<file path="src/logic/pfs_pkg.sv">
package pfs_pkg;

    // ------------------------------------------------------------------
    // Clock and timing
    // ------------------------------------------------------------------
    localparam int CLK_HZ            = 25000000;
    localparam int PERSIST_US        = 10;
    localparam int PERSIST_CYC       = (CLK_HZ / 1000000) * PERSIST_US;
    localparam int PERSIST_W         = 16;
    localparam int RELEASE_MS        = 4;
    localparam int RELEASE_CYC       = (CLK_HZ / 1000) * RELEASE_MS;
    localparam int SHORT_STEP_US     = 100;
    localparam int SHORT_STEP_CYC    = (CLK_HZ / 1000000) * SHORT_STEP_US;
    localparam int RECHARGE_NS       = 30;
    localparam int RECHARGE_CYC      = (RECHARGE_NS * 25 + 999) / 1000;
    localparam int CNT_W             = 24;

    // ------------------------------------------------------------------
    // Wishbone register map (byte addresses)
    // ------------------------------------------------------------------
    localparam logic [7:0] ADDR_CTRL   = 8'h00;
    localparam logic [7:0] ADDR_STATUS = 8'h04;
    localparam logic [7:0] ADDR_HIZ    = 8'h08;

    // Control register fields.
    localparam int CTRL_MODE_LSB    = 0;
    localparam int CTRL_HOLD_AB     = 2;
    localparam int CTRL_HOLD_CD     = 3;
    localparam logic [31:0] CTRL_RESET = 32'h0000000C;

    // Status register fields.
    localparam int ST_SD_N     = 0;
    localparam int ST_WARN_N   = 1;
    localparam int ST_THERM    = 2;
    localparam int ST_OL_AB    = 3;
    localparam int ST_OL_CD    = 4;
    localparam int ST_UV       = 5;
    localparam int ST_SHORTCHK = 6;
    localparam int ST_SHORTFND = 7;

    // Output mode encodings.
    localparam logic [1:0] MODE_BRIDGED  = 2'h0;
    localparam logic [1:0] MODE_PARALLEL = 2'h1;
    localparam logic [1:0] MODE_SINGLE   = 2'h2;

    // Startup pin-short check states.
    typedef enum logic [3:0] {
        CHK_IDLE   = 4'h1,
        CHK_GROUND = 4'h2,
        CHK_SUPPLY = 4'h4,
        CHK_DONE   = 4'h8
    } pfs_chk_t;

endpackage : pfs_pkg

</file>
<file path="src/logic/pfs_pair_guard.sv">
`timescale 1ns/1ns
// Current limiting and latching overload for one half-bridge pair.
module pfs_pair_guard (
    input  wire logic clk_in,
    input  wire logic rst_n_in,
    input  wire logic trip_in,
    input  wire logic release_in,
    output logic      limit_out,
    output logic      overload_out
);

    logic [pfs_pkg::PERSIST_W-1:0] persist_reg;
    logic                          overload_reg;

    // Counts consecutive trip cycles; a short trip only limits current.
    always_ff @(posedge clk_in or negedge rst_n_in)
    begin
        if (!rst_n_in)
            persist_reg <= '0;
        else if (!trip_in || overload_reg)
            persist_reg <= '0;
        else if (persist_reg != pfs_pkg::PERSIST_W'(pfs_pkg::PERSIST_CYC))
            persist_reg <= persist_reg + 1'b1;
    end

    // Overload latch; a persisting trip wins over a release.
    always_ff @(posedge clk_in or negedge rst_n_in)
    begin
        if (!rst_n_in)
            overload_reg <= 1'b0;
        else if (persist_reg == pfs_pkg::PERSIST_W'(pfs_pkg::PERSIST_CYC))
            overload_reg <= 1'b1;
        else if (release_in)
            overload_reg <= 1'b0;
    end

    // Limiting is combinational so it acts at once on a trip.
    assign limit_out    = trip_in && !overload_reg;
    assign overload_out = overload_reg;

endmodule : pfs_pair_guard

</file>
<file path="src/logic/pfs_supervisor.sv">
// Implementation choices: the Wishbone interface to the registers and the register offsets.
`timescale 1ns/1ns
module pfs_supervisor (
    input  wire logic        MCLK_IN,
    input  wire logic        RESET_N_IN,
    // Wishbone slave.
    input  wire logic        WB_CYC_IN,
    input  wire logic        WB_STB_IN,
    input  wire logic        WB_WE_IN,
    input  wire logic [7:0]  WB_ADR_IN,
    input  wire logic [3:0]  WB_SEL_IN,
    input  wire logic [31:0] WB_DAT_IN,
    output logic      [31:0] WB_DAT_OUT,
    output logic             WB_ACK_OUT,
    // Controller hold pins and analog fault sensors, asynchronous.
    input  wire logic        PAIR_AB_HOLD_N_IN,
    input  wire logic        PAIR_CD_HOLD_N_IN,
    input  wire logic        SUPPLY_UNDERVOLT_FAULT_IN,
    input  wire logic        TEMP_WARN_IN,
    input  wire logic        TEMP_SHUTDOWN_IN,
    input  wire logic [3:0]  OVERCURRENT_TRIP_IN,
    input  wire logic [3:0]  BOOTSTRAP_UNDERVOLT_IN,
    input  wire logic [3:0]  LOCAL_ERROR_IN,
    input  wire logic [3:0]  PIN_SHORT_GND_IN,
    input  wire logic [3:0]  PIN_SHORT_SUPPLY_IN,
    // Power-stage controls.
    output logic      [3:0]  BRIDGE_HIZ_OUT,
    output logic      [3:0]  CURRENT_LIMIT_OUT,
    output logic      [3:0]  RECHARGE_OUT,
    output logic      [1:0]  CHECK_STEP_OUT,
    // Open-drain fault pins.
    output logic             SHUTDOWN_FAULT_N_OUT,
    output logic             SHUTDOWN_FAULT_N_OE_OUT,
    output logic             THERMAL_WARN_N_OUT,
    output logic             THERMAL_WARN_N_OE_OUT
);

    // ------------------------------------------------------------------
    // Input synchronisers
    // ------------------------------------------------------------------
    localparam int SYNC_W = 25;
    logic [SYNC_W-1:0] meta_reg;
    logic [SYNC_W-1:0] sync_reg;
    logic [SYNC_W-1:0] raw_in;

    assign raw_in = {PAIR_AB_HOLD_N_IN, PAIR_CD_HOLD_N_IN, SUPPLY_UNDERVOLT_FAULT_IN,
                     TEMP_WARN_IN, TEMP_SHUTDOWN_IN, OVERCURRENT_TRIP_IN,
                     BOOTSTRAP_UNDERVOLT_IN, LOCAL_ERROR_IN, PIN_SHORT_GND_IN,
                     PIN_SHORT_SUPPLY_IN};

    // Two flip-flops per bit; only the second stage is read.
    genvar gi;
    generate
        for (gi = 0; gi < SYNC_W; gi++)
        begin : g_sync
            always_ff @(posedge MCLK_IN or negedge RESET_N_IN)
            begin
                if (!RESET_N_IN)
                begin
                    meta_reg[gi] <= (gi >= SYNC_W - 2); // Hold pins reset to their idle high level.
                    sync_reg[gi] <= (gi >= SYNC_W - 2);
                end
                else
                begin
                    meta_reg[gi] <= raw_in[gi];
                    sync_reg[gi] <= meta_reg[gi];
                end
            end
        end
    endgenerate

    logic       hold_ab_pin;
    logic       hold_cd_pin;
    logic       uv;
    logic       twarn;
    logic       tshut;
    logic [3:0] oc;
    logic [3:0] bst_uv;
    logic [3:0] lerr;
    logic [3:0] sh_gnd;
    logic [3:0] sh_sup;

    assign {hold_ab_pin, hold_cd_pin, uv, twarn, tshut, oc, bst_uv, lerr, sh_gnd, sh_sup} = sync_reg;

    // ------------------------------------------------------------------
    // Register bus
    // ------------------------------------------------------------------
    logic [31:0] ctrl_reg;
    logic        ack_reg;
    logic [31:0] rdata_reg;
    logic [31:0] status;
    logic        wb_req;

    assign wb_req = WB_CYC_IN && WB_STB_IN && !ack_reg;

    // Control writes, byte lane 0 only carries fields.
    always_ff @(posedge MCLK_IN or negedge RESET_N_IN)
    begin
        if (!RESET_N_IN)
            ctrl_reg <= pfs_pkg::CTRL_RESET;
        else if (wb_req && WB_WE_IN && WB_ADR_IN == pfs_pkg::ADDR_CTRL && WB_SEL_IN[0])
            ctrl_reg <= {24'h000000, 4'h0, WB_DAT_IN[3:0]};
    end

    // One-wait-state acknowledge and read data; unmapped reads give zero.
    always_ff @(posedge MCLK_IN or negedge RESET_N_IN)
    begin
        if (!RESET_N_IN)
        begin
            ack_reg   <= 1'b0;
            rdata_reg <= 32'h00000000;
        end
        else
        begin
            ack_reg <= wb_req;
            if (wb_req)
            begin
                case (WB_ADR_IN)
                    pfs_pkg::ADDR_CTRL:   rdata_reg <= ctrl_reg;
                    pfs_pkg::ADDR_STATUS: rdata_reg <= status;
                    pfs_pkg::ADDR_HIZ:    rdata_reg <= {28'h0000000, BRIDGE_HIZ_OUT};
                    default:              rdata_reg <= 32'h00000000;
                endcase
            end
        end
    end

    assign WB_ACK_OUT = ack_reg;
    assign WB_DAT_OUT = rdata_reg;

    // Mode is static configuration.
    logic [1:0] mode;
    logic       hold_ab_n;
    logic       hold_cd_n;
    assign mode      = ctrl_reg[pfs_pkg::CTRL_MODE_LSB +: 2];
    assign hold_ab_n = hold_ab_pin && ctrl_reg[pfs_pkg::CTRL_HOLD_AB];
    assign hold_cd_n = hold_cd_pin && ctrl_reg[pfs_pkg::CTRL_HOLD_CD];

    // ------------------------------------------------------------------
    // Startup pin-short check
    // ------------------------------------------------------------------
    pfs_pkg::pfs_chk_t chk_reg;
    logic [pfs_pkg::CNT_W-1:0] step_reg;
    logic short_found_reg;
    logic checking;

    // Runs once after reset release; later shorts are ignored.
    always_ff @(posedge MCLK_IN or negedge RESET_N_IN)
    begin
        if (!RESET_N_IN)
        begin
            chk_reg         <= pfs_pkg::CHK_IDLE;
            step_reg        <= '0;
            short_found_reg <= 1'b0;
        end
        else
        begin
            case (chk_reg)
                pfs_pkg::CHK_IDLE:
                begin
                    step_reg <= '0;
                    if (mode == pfs_pkg::MODE_SINGLE)
                        chk_reg <= pfs_pkg::CHK_DONE;
                    else
                        chk_reg <= pfs_pkg::CHK_GROUND;
                end
                pfs_pkg::CHK_GROUND:
                begin
                    short_found_reg <= |sh_gnd;
                    if (|sh_gnd)
                        step_reg <= '0;
                    else if (step_reg == pfs_pkg::CNT_W'(pfs_pkg::SHORT_STEP_CYC - 1))
                    begin
                        step_reg <= '0;
                        chk_reg  <= pfs_pkg::CHK_SUPPLY;
                    end
                    else
                        step_reg <= step_reg + 1'b1;
                end
                pfs_pkg::CHK_SUPPLY:
                begin
                    short_found_reg <= |sh_sup;
                    if (|sh_sup)
                        step_reg <= '0;
                    else if (step_reg == pfs_pkg::CNT_W'(pfs_pkg::SHORT_STEP_CYC - 1))
                        chk_reg <= pfs_pkg::CHK_DONE;
                    else
                        step_reg <= step_reg + 1'b1;
                end
                pfs_pkg::CHK_DONE:
                    short_found_reg <= 1'b0;
                default:
                    chk_reg <= pfs_pkg::CHK_IDLE;
            endcase
        end
    end

    assign checking       = (chk_reg != pfs_pkg::CHK_DONE);
    assign CHECK_STEP_OUT = {chk_reg == pfs_pkg::CHK_SUPPLY, chk_reg == pfs_pkg::CHK_GROUND};

    // ------------------------------------------------------------------
    // Hold edges, thermal latch, overload guards
    // ------------------------------------------------------------------
    logic hold_ab_d_reg;
    logic hold_cd_d_reg;
    logic hold_rise;
    logic hold_any;
    logic therm_reg;

    // Hold inputs are ignored while the check runs.
    always_ff @(posedge MCLK_IN or negedge RESET_N_IN)
    begin
        if (!RESET_N_IN)
        begin
            hold_ab_d_reg <= 1'b1;
            hold_cd_d_reg <= 1'b1;
        end
        else
        begin
            hold_ab_d_reg <= hold_ab_n;
            hold_cd_d_reg <= hold_cd_n;
        end
    end

    assign hold_rise = !checking && ((hold_ab_n && !hold_ab_d_reg) || (hold_cd_n && !hold_cd_d_reg));
    assign hold_any  = !checking && (!hold_ab_n || !hold_cd_n);

    // Thermal latch; an over-temperature sample wins over the clear.
    always_ff @(posedge MCLK_IN or negedge RESET_N_IN)
    begin
        if (!RESET_N_IN)
            therm_reg <= 1'b0;
        else if (tshut)
            therm_reg <= 1'b1;
        else if (hold_any)
            therm_reg <= 1'b0;
    end

    logic [1:0] ol;
    logic [1:0] lim;

    // Separate guards for pair A/B and pair C/D; a hold rising edge on either pair releases both.
    generate
        for (gi = 0; gi < 2; gi++)
        begin : g_pair
            pfs_pair_guard u_guard (
                .clk_in       (MCLK_IN),
                .rst_n_in     (RESET_N_IN),
                .trip_in      (oc[2*gi] | oc[2*gi+1]),
                .release_in   (hold_rise),
                .limit_out    (lim[gi]),
                .overload_out (ol[gi])
            );
        end
    endgenerate

    assign CURRENT_LIMIT_OUT = {lim[1], lim[1], lim[0], lim[0]};

    // ------------------------------------------------------------------
    // High-impedance mapping
    // ------------------------------------------------------------------
    logic [3:0] hiz_next;
    logic [3:0] hiz_reg;
    logic       err_ab;
    logic       err_cd;

    assign err_ab = lerr[0] | lerr[1];
    assign err_cd = lerr[2] | lerr[3];

    // Combines all shutdown causes per half-bridge.
    always_comb
    begin
        hiz_next = 4'h0;
        if (mode == pfs_pkg::MODE_PARALLEL)
        begin
            if (err_ab || err_cd)
                hiz_next = 4'hF;
        end
        else
        begin
            if (err_ab)
                hiz_next[1:0] = 2'h3;
            if (err_cd)
                hiz_next[3:2] = 2'h3;
        end
        hiz_next = hiz_next | bst_uv;
        if (ol[0] || (!checking && !hold_ab_n))
            hiz_next[1:0] = 2'h3;
        if (ol[1] || (!checking && !hold_cd_n))
            hiz_next[3:2] = 2'h3;
        if (uv || tshut || therm_reg || checking)
            hiz_next = 4'hF;
    end

    always_ff @(posedge MCLK_IN or negedge RESET_N_IN)
    begin
        if (!RESET_N_IN)
            hiz_reg <= 4'hF;
        else
            hiz_reg <= hiz_next;
    end

    assign BRIDGE_HIZ_OUT = hiz_reg;

    // Recharge pulses while a bootstrap is low.
    logic [3:0] rchg_reg;
    always_ff @(posedge MCLK_IN or negedge RESET_N_IN)
    begin
        if (!RESET_N_IN)
            rchg_reg <= 4'h0;
        else
            rchg_reg <= bst_uv & ~rchg_reg;
    end

    assign RECHARGE_OUT = rchg_reg;

    // ------------------------------------------------------------------
    // Fault pins
    // ------------------------------------------------------------------
    logic sd_n_reg;
    logic warn_n_reg;
    logic fault_any;

    assign fault_any = uv || tshut || therm_reg || (|ol) || err_ab || err_cd || (|bst_uv);

    // Check holds shutdown low; otherwise hold low forces it high.
    always_ff @(posedge MCLK_IN or negedge RESET_N_IN)
    begin
        if (!RESET_N_IN)
        begin
            sd_n_reg   <= 1'b0;
            warn_n_reg <= 1'b1;
        end
        else
        begin
            if (checking)
                sd_n_reg <= 1'b0;
            else if (hold_any)
                sd_n_reg <= 1'b1;
            else
                sd_n_reg <= !fault_any;
            warn_n_reg <= !(twarn || tshut || therm_reg);
        end
    end

    // Open drain: drive only the low level.
    assign SHUTDOWN_FAULT_N_OUT    = 1'b0;
    assign SHUTDOWN_FAULT_N_OE_OUT = !sd_n_reg;
    assign THERMAL_WARN_N_OUT      = 1'b0;
    assign THERMAL_WARN_N_OE_OUT   = !warn_n_reg;

    // Status word for software.
    always_comb
    begin
        status = 32'h00000000;
        status[pfs_pkg::ST_SD_N]     = sd_n_reg;
        status[pfs_pkg::ST_WARN_N]   = warn_n_reg;
        status[pfs_pkg::ST_THERM]    = therm_reg;
        status[pfs_pkg::ST_OL_AB]    = ol[0];
        status[pfs_pkg::ST_OL_CD]    = ol[1];
        status[pfs_pkg::ST_UV]       = uv;
        status[pfs_pkg::ST_SHORTCHK] = checking;
        status[pfs_pkg::ST_SHORTFND] = short_found_reg;
    end

endmodule : pfs_supervisor

</file>
<file path="config.mk">
export PLATFORM = sky130hd
export DESIGN_NAME = pfs_supervisor
export DESIGN_NICKNAME = d
export VERILOG_FILES = /design/src/logic/pfs_pkg.sv /design/src/logic/pfs_pair_guard.sv /design/src/logic/pfs_supervisor.sv
export SDC_FILE = /design/constraint.sdc
export NUM_CORES = 1
export LEC_CHECK = 0
export BUFFER_PORTS_ARGS = -buffer_cell sky130_fd_sc_hd__buf_2
export CORE_MARGIN = 8
export CORE_UTILIZATION = 45
export CTS_CLUSTER_SIZE = 24
export DETAILED_ROUTE_END_ITERATION = 8
export GPL_ROUTABILITY_DRIVEN = 0
export GPL_TIMING_DRIVEN = 0
export PLACE_DENSITY = 0.68
export SLEW_MARGIN = 15
export SYNTH_ARGS = -nofsm -noshare
export SYNTH_HDL_FRONTEND = slang
export SYNTH_SLANG_ARGS = --single-unit
export TNS_END_PERCENT = 1
</file>
<file path="constraint.sdc">
create_clock -name MCLK_IN -period 2.85 [get_ports MCLK_IN]
set_clock_uncertainty 0.05 [all_clocks]
set_input_delay 0.7125 -clock MCLK_IN [delete_from_list [all_inputs] [get_ports MCLK_IN]]
set_output_delay 0.7125 -clock MCLK_IN [all_outputs]
set_load 0.01 [all_outputs]
</file>
==> results.md <==
* M2 GR Usage at 25.5%
* Clock root cell: clkbuf_16
* DR pass1 iterations at 5
* Longest Clk Path Bufs at 2
* Post-synthesis cell count at 537
* Finish-stage setup viols at 0
* Die height at 132 um
* Vias per cell at 5.22
* Max Slew Vio Count at 0
* Met3 Use GR at 4.12%
* H-tree Lvls at 4
* PortBufs at 67
* Most used routing layer: met2
* Yosys cell types at 64
* Post-route design area at 7390 um2
* Crit path kind: flop to output pin
* Post-synth ARST share at 100%
* Worst slew pin tran at 0.803 ns
* Clk pin slew, worst setup/hold paths at 0.06 ns
* Fin nets at 728
* Maximum VDD drop at 0.000604 V
* CP arrival at 1.92 ns
* Crit path launch type: flop
* CTS tree: yes
* DRC Markers at 0
* Fill cells at 1146
* Total Power at 5250 uW
* Pre-CTS setup slack at 0.0452 ns
* Met1 Resource Use GR at 18.5%
* Area growth syn-to-layout at 21.3%
* Seq cells post-synth at 139
* Pleak at 0.00334 uW
* Synth cell count leaders: dfrtp_1 (125), nand2_1 (43), nor2_1 (39), buf_4 (32), xor2_1 (21)
* Vias at 4375
* Slew headroom at 45.9%
* Die W at 132 um
* TritonCTS buffer count at 17
* Ys flop type: dfrtp_1
* Initial antenna violation count at 0
* Post-placement cell area at 6780 um2
* Mapped Area at 6090 um2
* Post-CTS setup buffer count at 0
* Largest net degree at the start of global routing at 82
* WP data required at 2.09 ns
* R2r setup slk at 0.37 ns
* Crit path max fanout at 10
* Core Util, Final at 55.8%
* First-pass GRT wire length at 22000 um
* Mapped Avg Cell Area at 11.3 um2
* Pwr Density at 711 nW/um2
* Core Rows at 42
* GR Overflow Total at 0
* Final worst path period share at 94.2%
* Total GRT Usage at 15.1%
* Io pins at 125
* Final hold violations at 0
* DR WL/cell at 15.3 um
* Share of layout cells above drive strength 1 at 27.6%
* Final Routed Wirelength at 12800 um
* Minimum clock period at 2.69 ns
* Cts hold-fix bufs at 0
* Initial Util at 46.0%
* DRT antenna net count at 0
* Outcome: finished, final reports clean
* Antenna diode count at 0
* HP Class: input port to async pin
* Post-DP HPWL at 9080 um
* Core outline area at 13200 um2
* Clock latency at the later pin of the worst-skew pair at 0.42 ns
* Count leader, synth: dfrtp_1
* Vias in the first global route at 4520
* CP endpoint kind: output pin
* Unrepaired setup endpoints after global routing: no
* F_max at 372 MHz
* Post-synthesis sequential area ratio at 57.4%
* Synth top area cells: dfrtp_1 (51%), dfstp_2 (6.0%), buf_4 (3.9%)
* Die Area at 17500 um2
* Maxcap violations at 0
* Post-synth EDFFs at 0
* Yosys top cell by area: dfrtp_1
* Yosys top cell area share at 51.3%
* Number of flip-flops in the largest register at 32
* Initial drt markers at 310
* Warnings, synthesis at 0
* # clock sinks at 139
* Final setup margin at 0.165 ns
[critical path, stage by stage, from the launching register on]
cell and delay (ns):
dfrtp_1 0.38, o21bai_2 0.34, clkbuf_1 0.41, inv_1 0.11, buf_4 0.15, buf_2 0.13
[cell usage in the layout, fill, tap and decap left out, types with 8 or more instances in the layout]
cell / count
dfrtp_1: 125
buf_2: 71
nand2_1: 43
nor2_1: 39
buf_4: 32
conb_1: 26
xor2_1: 21
nor3_1: 17
o21ai_0: 17
clkbuf_16: 17
nand3_1: 15
dfstp_2: 14
inv_1: 13
nand4_1: 12
a21oi_1: 12
or4_1: 11
and3_1: 11
nand2b_1: 10
nor4_1: 10
xnor2_1: 10
a31oi_1: 9
or3_1: 8
[what timing repair did]
action / CTS / global route
pin swaps: 0 / 0
setup endpoints to repair: 4 / 2
cloned: 0 / 0
gates resized for setup: 2 / 2
[final cells by class]
| class | instances | area (um2) | share of cell area [%] |
|---|---|---|---|
| Clock inverter | 14 | 169 | 2.29 |
| Multi-Input combinational cell | 365 | 2340 | 31.6 |
| Tap cell | 176 | 220 | 2.98 |
| Buffer | 45 | 314 | 4.25 |
| Inverter | 13 | 48.8 | 0.660 |
| Clock buffer | 18 | 439 | 5.94 |
| Timing Repair Buffer | 68 | 369 | 4.99 |
| Sequential cell | 139 | 3500 | 47.3 |
[logic make-up after synthesis]
logic type                 after synthesis  share of synthesized area, %
and+or+nand+nor                        220                          21.1
DFF                                    139                          57.4
AOI/OAI and AO/OA                       76                          8.69
buffers and inverters                   58                          5.94
xor gates and xnor gates                32                          4.72
muxes                                    6                          1.07
adders and majority gates                5                          1.03
other                                    1                        0.0616
[routing by layer]
metal,part of all wire (%),vias to the layer above
met1,43,2170
met2,52,108
li1,-,2081
met4,0.97,0
met3,4.3,16
met5,0,-
[final timing paths]
kind / to / from / cells past startpoint
hold reg to reg: bst_uv[3]$_DFF_PN0_ / meta_reg[15]$_DFF_PN0_ / 0
setup reg to reg: step_reg[13]$_DFFE_PN0P_ / chk_reg[0]$_DFFE_PN1P_ / 7
setup / recovery: CURRENT_LIMIT_OUT[2] / oc[3]$_DFF_PN0_ / 5
max in group asynchronous: ctrl_reg[2]$_DFFE_PN1P_ / RESET_N_IN / 2
hold / removal: g_pair[0].u_guard.persist_reg[10]$_DFFE_PN0P_ / RESET_N_IN / 1
min in group MCLK_IN: bst_uv[3]$_DFF_PN0_ / meta_reg[15]$_DFF_PN0_ / 0
[power breakdown]
part           internal (uW)  total, uW  switching (uW)
registers               2090       2170            88.5
clock network           1350       2250             900
logic                    297        833             536
total                   3730       5250            1520
[per-stage QoR]
step	cells	hold slack [ns]	TNS, ns
after global routing	838	0.305	0
final	838	0.273	0
after detailed placement	806	0.285	0
after floorplan	562	0.281	0
after global placement	805	0.282	-94.11
after CTS	838	0.298	0
No activity file was read; power rests on OpenSTA's default activity.
